### config.mk
export PLATFORM = sky130hd
export DESIGN_NAME = kwd_watchdog
export DESIGN_NICKNAME = d
export VERILOG_FILES = /design/src/kwd_watchdog.v /design/src/kwd_prescaler.v /design/src/kwd_pulse_timer.v
export VERILOG_INCLUDE_DIRS = /design/src
export SDC_FILE = /design/constraint.sdc
export NUM_CORES = 1
export LEC_CHECK = 0
export BUFFER_PORTS_ARGS = -buffer_cell sky130_fd_sc_hd__buf_2
export CORE_ASPECT_RATIO = 0.75
export CORE_MARGIN = 2
export CORE_UTILIZATION = 40
export DETAILED_ROUTE_END_ITERATION = 6
export GPL_ROUTABILITY_DRIVEN = 0
export PLACE_DENSITY = 0.7
export SLEW_MARGIN = 20
export SYNTH_ARGS = -nofsm -noshare
export SYNTH_HDL_FRONTEND = slang
export SYNTH_SLANG_ARGS = --single-unit
export TNS_END_PERCENT = 50
### constraint.sdc
create_clock -name sys_clk -period 2 [get_ports sys_clk]
set_input_delay 0.4 -clock sys_clk [delete_from_list [all_inputs] [get_ports sys_clk]]
set_output_delay 0.4 -clock sys_clk [all_outputs]
set_load 0.05 [all_outputs]
### src/kwd_regs.vh
// Register addresses, keys, field positions, reset values and timing counts
`ifndef KWD_REGS_VH
`define KWD_REGS_VH

`define KWD_ADDR_TCS 16'hffbc
`define KWD_ADDR_CNT_RD 16'hffbd
`define KWD_ADDR_RCS_WR 16'hffbe
`define KWD_ADDR_RCS_RD 16'hffbf

`define KWD_KEY_CNT 8'h5a
`define KWD_KEY_TCS 8'ha5
`define KWD_KEY_RCS_FLAG 8'ha5
`define KWD_KEY_RCS_CTRL 8'h5a
`define KWD_FLAG_CLR_DATA 8'h00

`define KWD_TCS_FLAG 7
`define KWD_TCS_MODE 6
`define KWD_TCS_RUN 5
`define KWD_TCS_PS_HI 2
`define KWD_TCS_PS_LO 0
`define KWD_TCS_RSVD 8'h18
`define KWD_TCS_RESET 8'h18

`define KWD_RCS_FLAG 7
`define KWD_RCS_ENA 6
`define KWD_RCS_TYPE 5
`define KWD_RCS_RSVD 8'h1f
`define KWD_RCS_RESET 8'h1f

`define KWD_CNT_RESET 8'h00
`define KWD_CNT_MAX 8'hff

`define KWD_OVF_STATES_RST 132
`define KWD_OVF_STATES_NORST 130
`define KWD_CHIPRST_STATES 518

`define KWD_DIV_W 17

`endif

### src/kwd_watchdog.v
// Keyed watchdog / interval timer with word-keyed register writes
//
// How it works
// - Pin reset loads reset register; overflow reset doesn't
// - Watchdog flag set on wrap, watchdog mode only
// - Watchdog flag clears after read-then-write-zero
// - Overflow with enable resets chip; timer reinit always
// - Type bit: 0 power-on, 1 manual reset
// - Reset register low five bits read one
// - Counter/control written only by word writes
// - Shared address; key 5A counter, A5 control
// - Reset register word-written at FFBE only
// - Key A5 data 00 clears watchdog flag
// - Key 5A copies bits 6,5 to enable/type
// - Byte reads at FFBC, FFBD, FFBF
// - Overflow output low 132 or 130 states
// - Chip reset with output, held 518 states
// - Pin reset beats overflow; flag ends cleared
// - Interval overflow sets flag and interrupt request
// - Watchdog flag sets as overflow output falls
// - Write wins over coinciding count pulse
// - Eight-bit up-counter runs on prescaler pulses
// - Select picks one of eight clock divisors
// - Run enable low holds counter at zero
// - Mode bit: 0 interval, 1 watchdog
`timescale 1ns/1ps
`include "kwd_regs.vh"
module kwd_watchdog #(
	parameter DIV_W = `KWD_DIV_W
) (
	// Clock and reset; srst is the synchronised external reset pin
	input wire sys_clk,
	input wire srst,
	// Register bus
	input wire [15:0] bus_addr,
	input wire bus_wr,
	input wire bus_rd,
	input wire bus_word,
	input wire [15:0] bus_wdata,
	output reg [7:0] bus_rdata,
	// Watchdog outputs
	output wire overflow_out_n,
	output wire chip_reset_por,
	output wire chip_reset_manual,
	// Interval interrupt
	output wire interval_timer_irq
);
	localparam PW = 10;
	localparam [PW-1:0] LEN_OVF_RST = `KWD_OVF_STATES_RST;
	localparam [PW-1:0] LEN_OVF_NORST = `KWD_OVF_STATES_NORST;
	localparam [PW-1:0] LEN_CHIPRST = `KWD_CHIPRST_STATES;

	reg [7:0] count_reg;
	reg interval_overflow_flag_reg;
	reg timer_mode_select_reg;
	reg count_run_enable_reg;
	reg [2:0] prescaler_select_reg;
	reg watchdog_overflow_flag_reg;
	reg chip_reset_enable_reg;
	reg reset_type_select_reg;
	reg wflag_seen_reg;
	reg iflag_seen_reg;
	reg reset_type_latched_reg;

	wire tick;
	wire ovf_active;
	wire rst_active;
	wire wrap;
	wire wd_ovf;
	wire it_ovf;
	wire word_wr;
	wire key_cnt_wr;
	wire key_tcs_wr;
	wire key_flag_clr;
	wire key_rcs_ctrl;
	wire [7:0] wlo;
	wire [7:0] whi;
	wire [7:0] tcs_view;
	wire [7:0] rcs_view;

	kwd_prescaler #(
		.DIV_W(DIV_W)
	) u_pre (
		.sys_clk(sys_clk),
		.srst(srst),
		.run(count_run_enable_reg),
		.sel(prescaler_select_reg),
		.tick(tick)
	);

	assign wlo = bus_wdata[7:0];
	assign whi = bus_wdata[15:8];
	// Writes are locked out while the overflow output is low
	assign word_wr = bus_wr & bus_word & ~ovf_active;
	assign key_cnt_wr = word_wr && bus_addr == `KWD_ADDR_TCS && whi == `KWD_KEY_CNT;
	assign key_tcs_wr = word_wr && bus_addr == `KWD_ADDR_TCS && whi == `KWD_KEY_TCS;
	assign key_flag_clr = word_wr && bus_addr == `KWD_ADDR_RCS_WR &&
		whi == `KWD_KEY_RCS_FLAG && wlo == `KWD_FLAG_CLR_DATA;
	assign key_rcs_ctrl = word_wr && bus_addr == `KWD_ADDR_RCS_WR &&
		whi == `KWD_KEY_RCS_CTRL;
	// Any other key falls through all four decodes and changes nothing

	assign wrap = count_run_enable_reg & tick & ~key_cnt_wr &
		(count_reg == `KWD_CNT_MAX);
	assign wd_ovf = wrap & timer_mode_select_reg;
	assign it_ovf = wrap & ~timer_mode_select_reg;

	kwd_pulse_timer #(
		.W(PW)
	) u_ovf (
		.sys_clk(sys_clk),
		.srst(srst),
		.start(wd_ovf),
		.len(chip_reset_enable_reg ? LEN_OVF_RST : LEN_OVF_NORST),
		.active(ovf_active)
	);

	kwd_pulse_timer #(
		.W(PW)
	) u_rst (
		.sys_clk(sys_clk),
		.srst(srst),
		.start(wd_ovf & chip_reset_enable_reg),
		.len(LEN_CHIPRST),
		.active(rst_active)
	);

	assign overflow_out_n = ~ovf_active;
	assign chip_reset_por = rst_active & ~reset_type_latched_reg;
	assign chip_reset_manual = rst_active & reset_type_latched_reg;
	assign interval_timer_irq = interval_overflow_flag_reg;

	// Flag, mode and run sit above the two always-one bits and the select
	assign tcs_view = {interval_overflow_flag_reg, timer_mode_select_reg,
		count_run_enable_reg, 2'b00, prescaler_select_reg} | `KWD_TCS_RSVD;
	assign rcs_view = {watchdog_overflow_flag_reg, chip_reset_enable_reg,
		reset_type_select_reg, 5'h00} | `KWD_RCS_RSVD;

	// Counter and timer control; reinitialised by a watchdog overflow
	always @(posedge sys_clk) begin
		if (srst || wd_ovf) begin
			count_reg <= `KWD_CNT_RESET;
			timer_mode_select_reg <= 1'b0;
			count_run_enable_reg <= 1'b0;
			prescaler_select_reg <= 3'h0;
		end else begin
			if (key_tcs_wr) begin
				timer_mode_select_reg <= wlo[`KWD_TCS_MODE];
				count_run_enable_reg <= wlo[`KWD_TCS_RUN];
				prescaler_select_reg <= wlo[`KWD_TCS_PS_HI:`KWD_TCS_PS_LO];
			end
			if (!count_run_enable_reg || (key_tcs_wr && !wlo[`KWD_TCS_RUN]))
				count_reg <= `KWD_CNT_RESET;
			else if (key_cnt_wr)
				count_reg <= wlo;
			else if (tick)
				count_reg <= count_reg + 8'h01;
		end
	end

	// Interval flag: set wins over clear; clear needs prior read of it set
	always @(posedge sys_clk) begin
		if (srst) begin
			interval_overflow_flag_reg <= 1'b0;
			iflag_seen_reg <= 1'b0;
		end else begin
			if (bus_rd && bus_addr == `KWD_ADDR_TCS && interval_overflow_flag_reg)
				iflag_seen_reg <= 1'b1;
			if (it_ovf)
				interval_overflow_flag_reg <= 1'b1;
			else if (key_tcs_wr && iflag_seen_reg && !wlo[`KWD_TCS_FLAG]) begin
				interval_overflow_flag_reg <= 1'b0;
				iflag_seen_reg <= 1'b0;
			end
		end
	end

	// Reset control: only the pin reset initialises it
	always @(posedge sys_clk) begin
		if (srst) begin
			watchdog_overflow_flag_reg <= 1'b0;
			chip_reset_enable_reg <= 1'b0;
			reset_type_select_reg <= 1'b0;
			wflag_seen_reg <= 1'b0;
			reset_type_latched_reg <= 1'b0;
		end else begin
			// Reads during the low output are not recognised
			if (bus_rd && !ovf_active && bus_addr == `KWD_ADDR_TCS &&
				watchdog_overflow_flag_reg)
				wflag_seen_reg <= 1'b1;
			if (wd_ovf) begin
				watchdog_overflow_flag_reg <= 1'b1;
				reset_type_latched_reg <= reset_type_select_reg;
			end else if (key_flag_clr && wflag_seen_reg) begin
				watchdog_overflow_flag_reg <= 1'b0;
				wflag_seen_reg <= 1'b0;
			end
			if (key_rcs_ctrl) begin
				chip_reset_enable_reg <= wlo[`KWD_RCS_ENA];
				reset_type_select_reg <= wlo[`KWD_RCS_TYPE];
			end
		end
	end

	// Registered byte read data
	always @(posedge sys_clk) begin
		if (srst)
			bus_rdata <= 8'h00;
		else if (bus_rd) begin
			case (bus_addr)
				`KWD_ADDR_TCS: bus_rdata <= tcs_view;
				`KWD_ADDR_CNT_RD: bus_rdata <= count_reg;
				`KWD_ADDR_RCS_RD: bus_rdata <= rcs_view;
				default: bus_rdata <= 8'h00;
			endcase
		end
	end
endmodule

### src/kwd_prescaler.v
// Prescaler, cleared while run is low, producing one-cycle count pulses at the selected tap
`timescale 1ns/1ps
`include "kwd_regs.vh"
module kwd_prescaler #(
	parameter DIV_W = `KWD_DIV_W
) (
	// Clock and reset
	input wire sys_clk,
	input wire srst,
	// Control
	input wire run,
	input wire [2:0] sel,
	// Count pulse
	output reg tick
);
	reg [DIV_W-1:0] div_reg;
	reg [DIV_W-1:0] prev_reg;
	reg [4:0] tap;

	// Divide ratios 2,64,128,512,2048,8192,32768,131072 as bit positions
	always @* begin
		case (sel)
			3'h0: tap = 5'h00;
			3'h1: tap = 5'h05;
			3'h2: tap = 5'h06;
			3'h3: tap = 5'h08;
			3'h4: tap = 5'h0a;
			3'h5: tap = 5'h0c;
			3'h6: tap = 5'h0e;
			default: tap = 5'h10;
		endcase
	end

	always @(posedge sys_clk) begin
		if (srst || !run) begin
			div_reg <= {DIV_W{1'b0}};
			prev_reg <= {DIV_W{1'b0}};
			tick <= 1'b0;
		end else begin
			div_reg <= div_reg + {{(DIV_W-1){1'b0}}, 1'b1};
			prev_reg <= div_reg;
			// Falling edge of the tap bit: one pulse per full period
			tick <= prev_reg[tap] & ~div_reg[tap];
		end
	end
endmodule

### src/kwd_pulse_timer.v
// Down-counter that holds an active output for a loaded number of cycles
`timescale 1ns/1ps
module kwd_pulse_timer #(
	parameter W = 10
) (
	// Clock and reset
	input wire sys_clk,
	input wire srst,
	// Start with length
	input wire start,
	input wire [W-1:0] len,
	// Level while running
	output wire active
);
	reg [W-1:0] cnt_reg;

	always @(posedge sys_clk) begin
		if (srst)
			cnt_reg <= {W{1'b0}};
		else if (start)
			cnt_reg <= len;
		else if (cnt_reg != {W{1'b0}})
			cnt_reg <= cnt_reg - {{(W-1){1'b0}}, 1'b1};
	end

	assign active = (cnt_reg != {W{1'b0}});
endmodule

* After elaboration in Yosys (flattened, before gate mapping)
Index checks and enable logic that the tools add are counted.
** Operators by class
- Divide/modulo/power cells :: 0
- Bitwise operators :: 16
- Equality and inequality tests :: 13
- $mul :: 0
- Multiplexer cells :: 23
- $lt $le $gt $ge :: 1
- Reductions and logical operators :: 34
- Shift-type cells :: 0
- Add/subtract/negate cells :: 4
** Operators with widths (number)
- $eq 16x16->1 const B :: 4
- $mux 10 :: 4
- $pmux 5 s7 :: 1
- $pmux 8 s3 :: 1
- $reduce_bool 10->1 :: 2
- $sub 10x1->10 const B :: 2
- $add 17x1->17 const B :: 1
- $eq 8x8->1 const B :: 2
- $logic_and 1x1->1 :: 16
- $mux 8 :: 2
- $mux 1 :: 12
- $and 1x1->1 :: 11
- $bmux 1 s5 :: 2
- $reduce_bool 2->1 :: 5
- $eq 3x3->1 const B :: 3
- $add 8x1->8 const B :: 1
- $eq 8x7->1 const B :: 1
- $logic_not 8->1 :: 1
- $eq 3x2->1 const B :: 2
- $lt 5x6->1 const B :: 1
- $not 1->1 :: 5
- $logic_not 1->1 :: 4
- $reduce_or 2->1 :: 2
- $eq 3x1->1 const B :: 1
- 3 further kinds :: 5
** Word-level totals
- RAM bits :: 0
- Memories :: 0
- Memory bits (read-only) :: 0
- Word-level logic and storage cells :: 109
- Input bits :: 37
- Latch bits :: 0
- Flip-flop bits (word level) :: 83

* Longest topological paths before layout
- Depth in word-level cells :: 11
- Mapped depth :: 10
- Depth with buffers taken out :: 8

* Hierarchy
From an unflattened synthesis, not the netlist that was laid out.
** Unflattened totals
- Cells, all modules :: 440
- Area total of the unflattened synthesis :: 3768.6 sq um
** By module, submodules not included
- kwd_watchdog :: times used 1, seq. area each 560.5 sq um, cells an instance 183, area each 1520.2 sq um
- kwd_pulse_timer :: times used 2, seq. area each 200.2 sq um, cells an instance 68, area each 569.3 sq um
- kwd_prescaler :: times used 1, seq. area each 520.5 sq um, cells an instance 121, area each 1109.8 sq um

* Worst setup path before layout
No wires, ideal clock.
- Kind :: register to register
- Start point :: reg u_ovf.cnt_reg[3]
- End point :: reg chip_reset_enable_reg
- Buffers on the path :: 1
- Path slack :: -250 ps
- Arrival time :: 2122 ps
- Clock period less this slack :: 2250 ps
- Stages on the path, launching flop included :: 8
- Path through :: dfxtp_1 or4_4 nor4b_4 buf_2 nand4_1 nor2_1 mux2i_1 nor2_1
** On the way
- Cells in the longest elaborated chain, start to end :: 5
** Ends and longest elaborated chain
- start: declaration :: RTL line kwd_pulse_timer.v:15 : reg [W-1:0] cnt_reg;
- start signal: assignment :: RTL line kwd_pulse_timer.v:19 : cnt_reg <= {W{1'b0}};
- start signal: assignment :: RTL line kwd_pulse_timer.v:21 : cnt_reg <= len;
- start signal: assignment :: RTL line kwd_pulse_timer.v:23 : cnt_reg <= cnt_reg - {{(W-1){1'b0}}, 1'b1};
- $reduce_bool 10->1 :: RTL line kwd_pulse_timer.v:26 : assign active = (cnt_reg != {W{1'b0}});
- $not 1->1
- via overflow_out_n :: RTL line kwd_watchdog.v:42 : output wire overflow_out_n,
- $and 1x1->1 :: RTL line kwd_watchdog.v:94 : assign word_wr = bus_wr & bus_word & ~ovf_active;
- $logic_and 1x1->1 (no line) (2 in series)
- end signal: assignment :: RTL line kwd_watchdog.v:199 : chip_reset_enable_reg <= wlo[`KWD_RCS_ENA];
- end: declaration :: RTL line kwd_watchdog.v:59 : reg chip_reset_enable_reg;
The timed path passes the listed nets, and every way through them passes these cells.
A chain may end at the register's enable or synchronous reset.

* Worst setup path after layout
- Start point :: reg u_ovf.cnt_reg[3]
- End point :: reg u_ovf.cnt_reg[1]
** On the way
- Cells in the longest elaborated chain, start to end :: 10
- Elaborated cells between the ends (all ways) :: 11
** Ends and longest elaborated chain
- $reduce_bool 10->1 (*) :: RTL line kwd_pulse_timer.v:22, kwd_pulse_timer.v:26
- $not 1->1 :: RTL line kwd_watchdog.v:94
- $and 1x1->1 :: RTL line kwd_watchdog.v:94
- $logic_and 1x1->1 (no line) (2 in series)
- $not 1->1 :: RTL line kwd_watchdog.v:103 : assign wrap = count_run_enable_reg & tick & ~key_cnt_wr &
- $and 1x1->1 (2 in series) :: RTL line kwd_watchdog.v:103
- $and 1x1->1 :: RTL line kwd_watchdog.v:105 : assign wd_ovf = wrap & timer_mode_select_reg;
- $mux 10 or $reduce_bool 2->1 (tied branches)
Mark *: on every way between the ends. The rest lies on a longest branch, timed or not.

==> impl_metrics.csv <==
group,metric,value,unit
run_status,status,"complete, but fails checks",
run_status,violations,"negative setup slack",
clock_tree,cts_max_path_buffers,2,
drt,vias,3857,
layout,drive_gt1_share,36.2,%
place,place.detailed.hpwl,7190,microns
floorplanning,die_h,91.4,microns
power_and_ir_drop,p_leak,2.15,nW
yosys,yosysSeqAreaShare,40.8,%
clock_tree,tritoncts,"yes",
timing,rsz0062_at_grt,"yes",
clock_tree,clock-root-buffer,"clkbuf_16",
layout,final-seq-area,1680,sq um
clock_tree,clk_pin_slew,60,ps
yosys,synthTopCellsByArea,"dfxtp_1 (41%), nor2_1 (6.5%), mux2i_1 (4.9%)",
yosys,synth_edf_count,0,
drt,top_layer_used,"met4",
setup_path,critical_path_class,"register to register",
drt,wl_met3,585,microns
timing,finalHoldViolCount,0,
drt,drc,0,
layout,final_common_cell,"dfxtp_1",
global_route,groute.usage.overall,19.7,%
clock_tree,numCtsBuffers,9,
drt,via_per_inst,5.42,
timing,relSlewSlack,60.3,%
flow_run,maxCapViolCount,0,
floorplanning,io_pins,49,
layout,syn_to_final_growth,38.0,%
yosys,synth_top_area_cell,"dfxtp_1",
layout,post-route-util,57.5,%
drt,drt_pass1_iterations,4,
global_route,grt_max_degree,19,
setup_path,crit_path_end_kind,"register",
yosys,yosysWarnings,0,
drt,wirelength_met1,4810,microns
setup_path,critPathArrivalTime,2500,ps
clock_tree,insertion_delay,340,ps
global_route,overflow,0,
clock_tree,cts_sinks,83,
global_route,grt_pass1_vias,3753,
drt,routedWlPerCell,15.7,microns
hold_path,min_path_type,"input pin to register",
timing,finalMaxSlewViolations,0,
timing,post-route-min-period,2220,ps
floorplanning,initial_core_util,41.7,%
yosys,netlist.area_leader.share,40.8,%
layout,fill_cells,828,
layout,mostFrequentLayoutCells,"dfxtp_1 (74), nor2_1 (55), buf_4 (54)",
layout,multi_input_area,2610,sq um
clock_tree,htree_levels,3,
floorplanning,coreArea,9770,sq um
drt,drt-initial-drc-count,229,
timing,fin_skew,9.91,ps
setup_path,cp_max_fo,4,
floorplanning,row_count,31,
yosys,ys_ff_latch,83,
layout,diodes,0,
drt,drtAntennaViolNets,0,
power_and_ir_drop,ir_drop,0.000495,V
place,dp_slack,-230,ps
global_route,grt_pass1_wl,17500,microns
floorplanning,die_area,11000,sq um
yosys,ys_types,52,
yosys,syn_nets,516,
layout,design_area,5620,sq um
timing,fmax,450,MHz
drt,routed_wl,11100,microns
place,place_area,4790,sq um
timing,setup_ws,-221,ps
drt,dr_wl_met2,5420,microns
yosys,synth_area,4070,sq um
yosys,synth-main-ff-cell,"dfxtp_1",
clock_tree,holdBufCountCts,0,
timing,min_period_over_period,111,%
timing,worst_pin_slew,591,ps
setup_path,cp-start-kind,"register",
yosys,synthCells,470,
layout,layout.nets,621,
yosys,synthArstFlopShare,0,%
floorplanning,die_x,120,microns
place,portBuffers,48,
timing,setup_viol,43,
power_and_ir_drop,power_density,987,nW/um^2
global_route,antenna_found_initial,0,
setup_path,required,2280,ps
yosys,avgSynthCellArea,8.66,sq um
-- cell type report --
class | count | share of cell area, %
Multi-Input combinational cell | 358 | 46.4
Sequential cell | 83 | 29.9
Timing Repair Buffer | 115 | 14.8
Clock buffer | 10 | 4.25
Tap cell | 132 | 2.94
Clock inverter | 6 | 1.16
Inverter | 8 | 0.623
-- power breakdown --
group	total, W	switching, W	internal (W)
Sequential	0.00197	0.000157	0.00182
Combinational	0.00191	0.000917	0.000990
Clock	0.00166	0.000663	0.00100
Total	0.00554	0.00174	0.00381
-- stage by stage --
step           cells  TNS, ps  hold WS [ps]  power (W)
2_1_floorplan    470    -2760           437    0.00300
3_3_place_gp     678    -2670           457    0.00345
3_5_place_dp     678    -5130           456    0.00350
4_1_cts          709    -3080           362    0.00546
5_1_grt          712    -7600           371    0.00584
6_report         712    -4590           371    0.00554
-- critical path: stages, from the launching register on --
cell	delay [ps]
dfxtp_2	320
or4_4	550
nor4b_4	270
buf_4	170
nand4_4	110
o211ai_4	200
buf_4	170
mux2_4	290
nor2_1	80
-- final timing paths --
| check | startpoint | endpoint | slack [ps] | depth (start not counted) |
|---|---|---|---|---|
| worst max-delay path | u_ovf.cnt_reg[3] | u_ovf.cnt_reg[1] | -220 | 8 |
| worst min-delay path | bus_wdata[3] | count_reg[3] | 370 | 3 |
| worst max register to register | u_ovf.cnt_reg[3] | u_ovf.cnt_reg[1] | -220 | 8 |
| worst min register to register | bus_rdata[1] | bus_rdata[1] | 470 | 2 |
-- synthesized netlist by cell type (all sizes together) (5+ instances only) --
master / number
nand3: 20
nand2: 26
xor2: 17
nor4: 6
dfxtp: 83
a21oi: 31
inv: 8
a211oi: 9
buf: 7
or3: 6
and2: 20
mux2i: 20
o21ai: 16
nand2b: 16
nor2b: 7
nand4: 10
clkbuf: 15
ha: 9
and3: 5
nor2: 70
xnor2: 14
nor3: 18
-- routing by layer --
layer / up-vias / global-route usage (%)
li1: 1861 / -
met1: 1835 / 24.1
met2: 128 / 34.1
met3: 33 / 3.64
met4: 0 / 8.04
met5: - / 0
-- kinds of logic after synthesis --
family                   Yosys count  synth area share [%]
flip-flops                        83                  40.8
adder cells (fa/ha/maj)            9                  2.77
multiplexers                      24                  6.30
buffers and inverters             30                  2.89
XOR/XNOR                          31                  6.67
AND/OR/NAND/NOR                  219                  28.1
AO/OA/AOI/OAI                     74                  12.5
-- timing repair --
| item | CTS | global route |
|---|---|---|
| setup buffers | 15 | 3 |
| pin swaps | 29 | 12 |
| setup endpoints to repair | 43 | 44 |
| resized for setup | 66 | 33 |
| gates cloned | 1 | 2 |
Power figures use the tool's default switching activity.
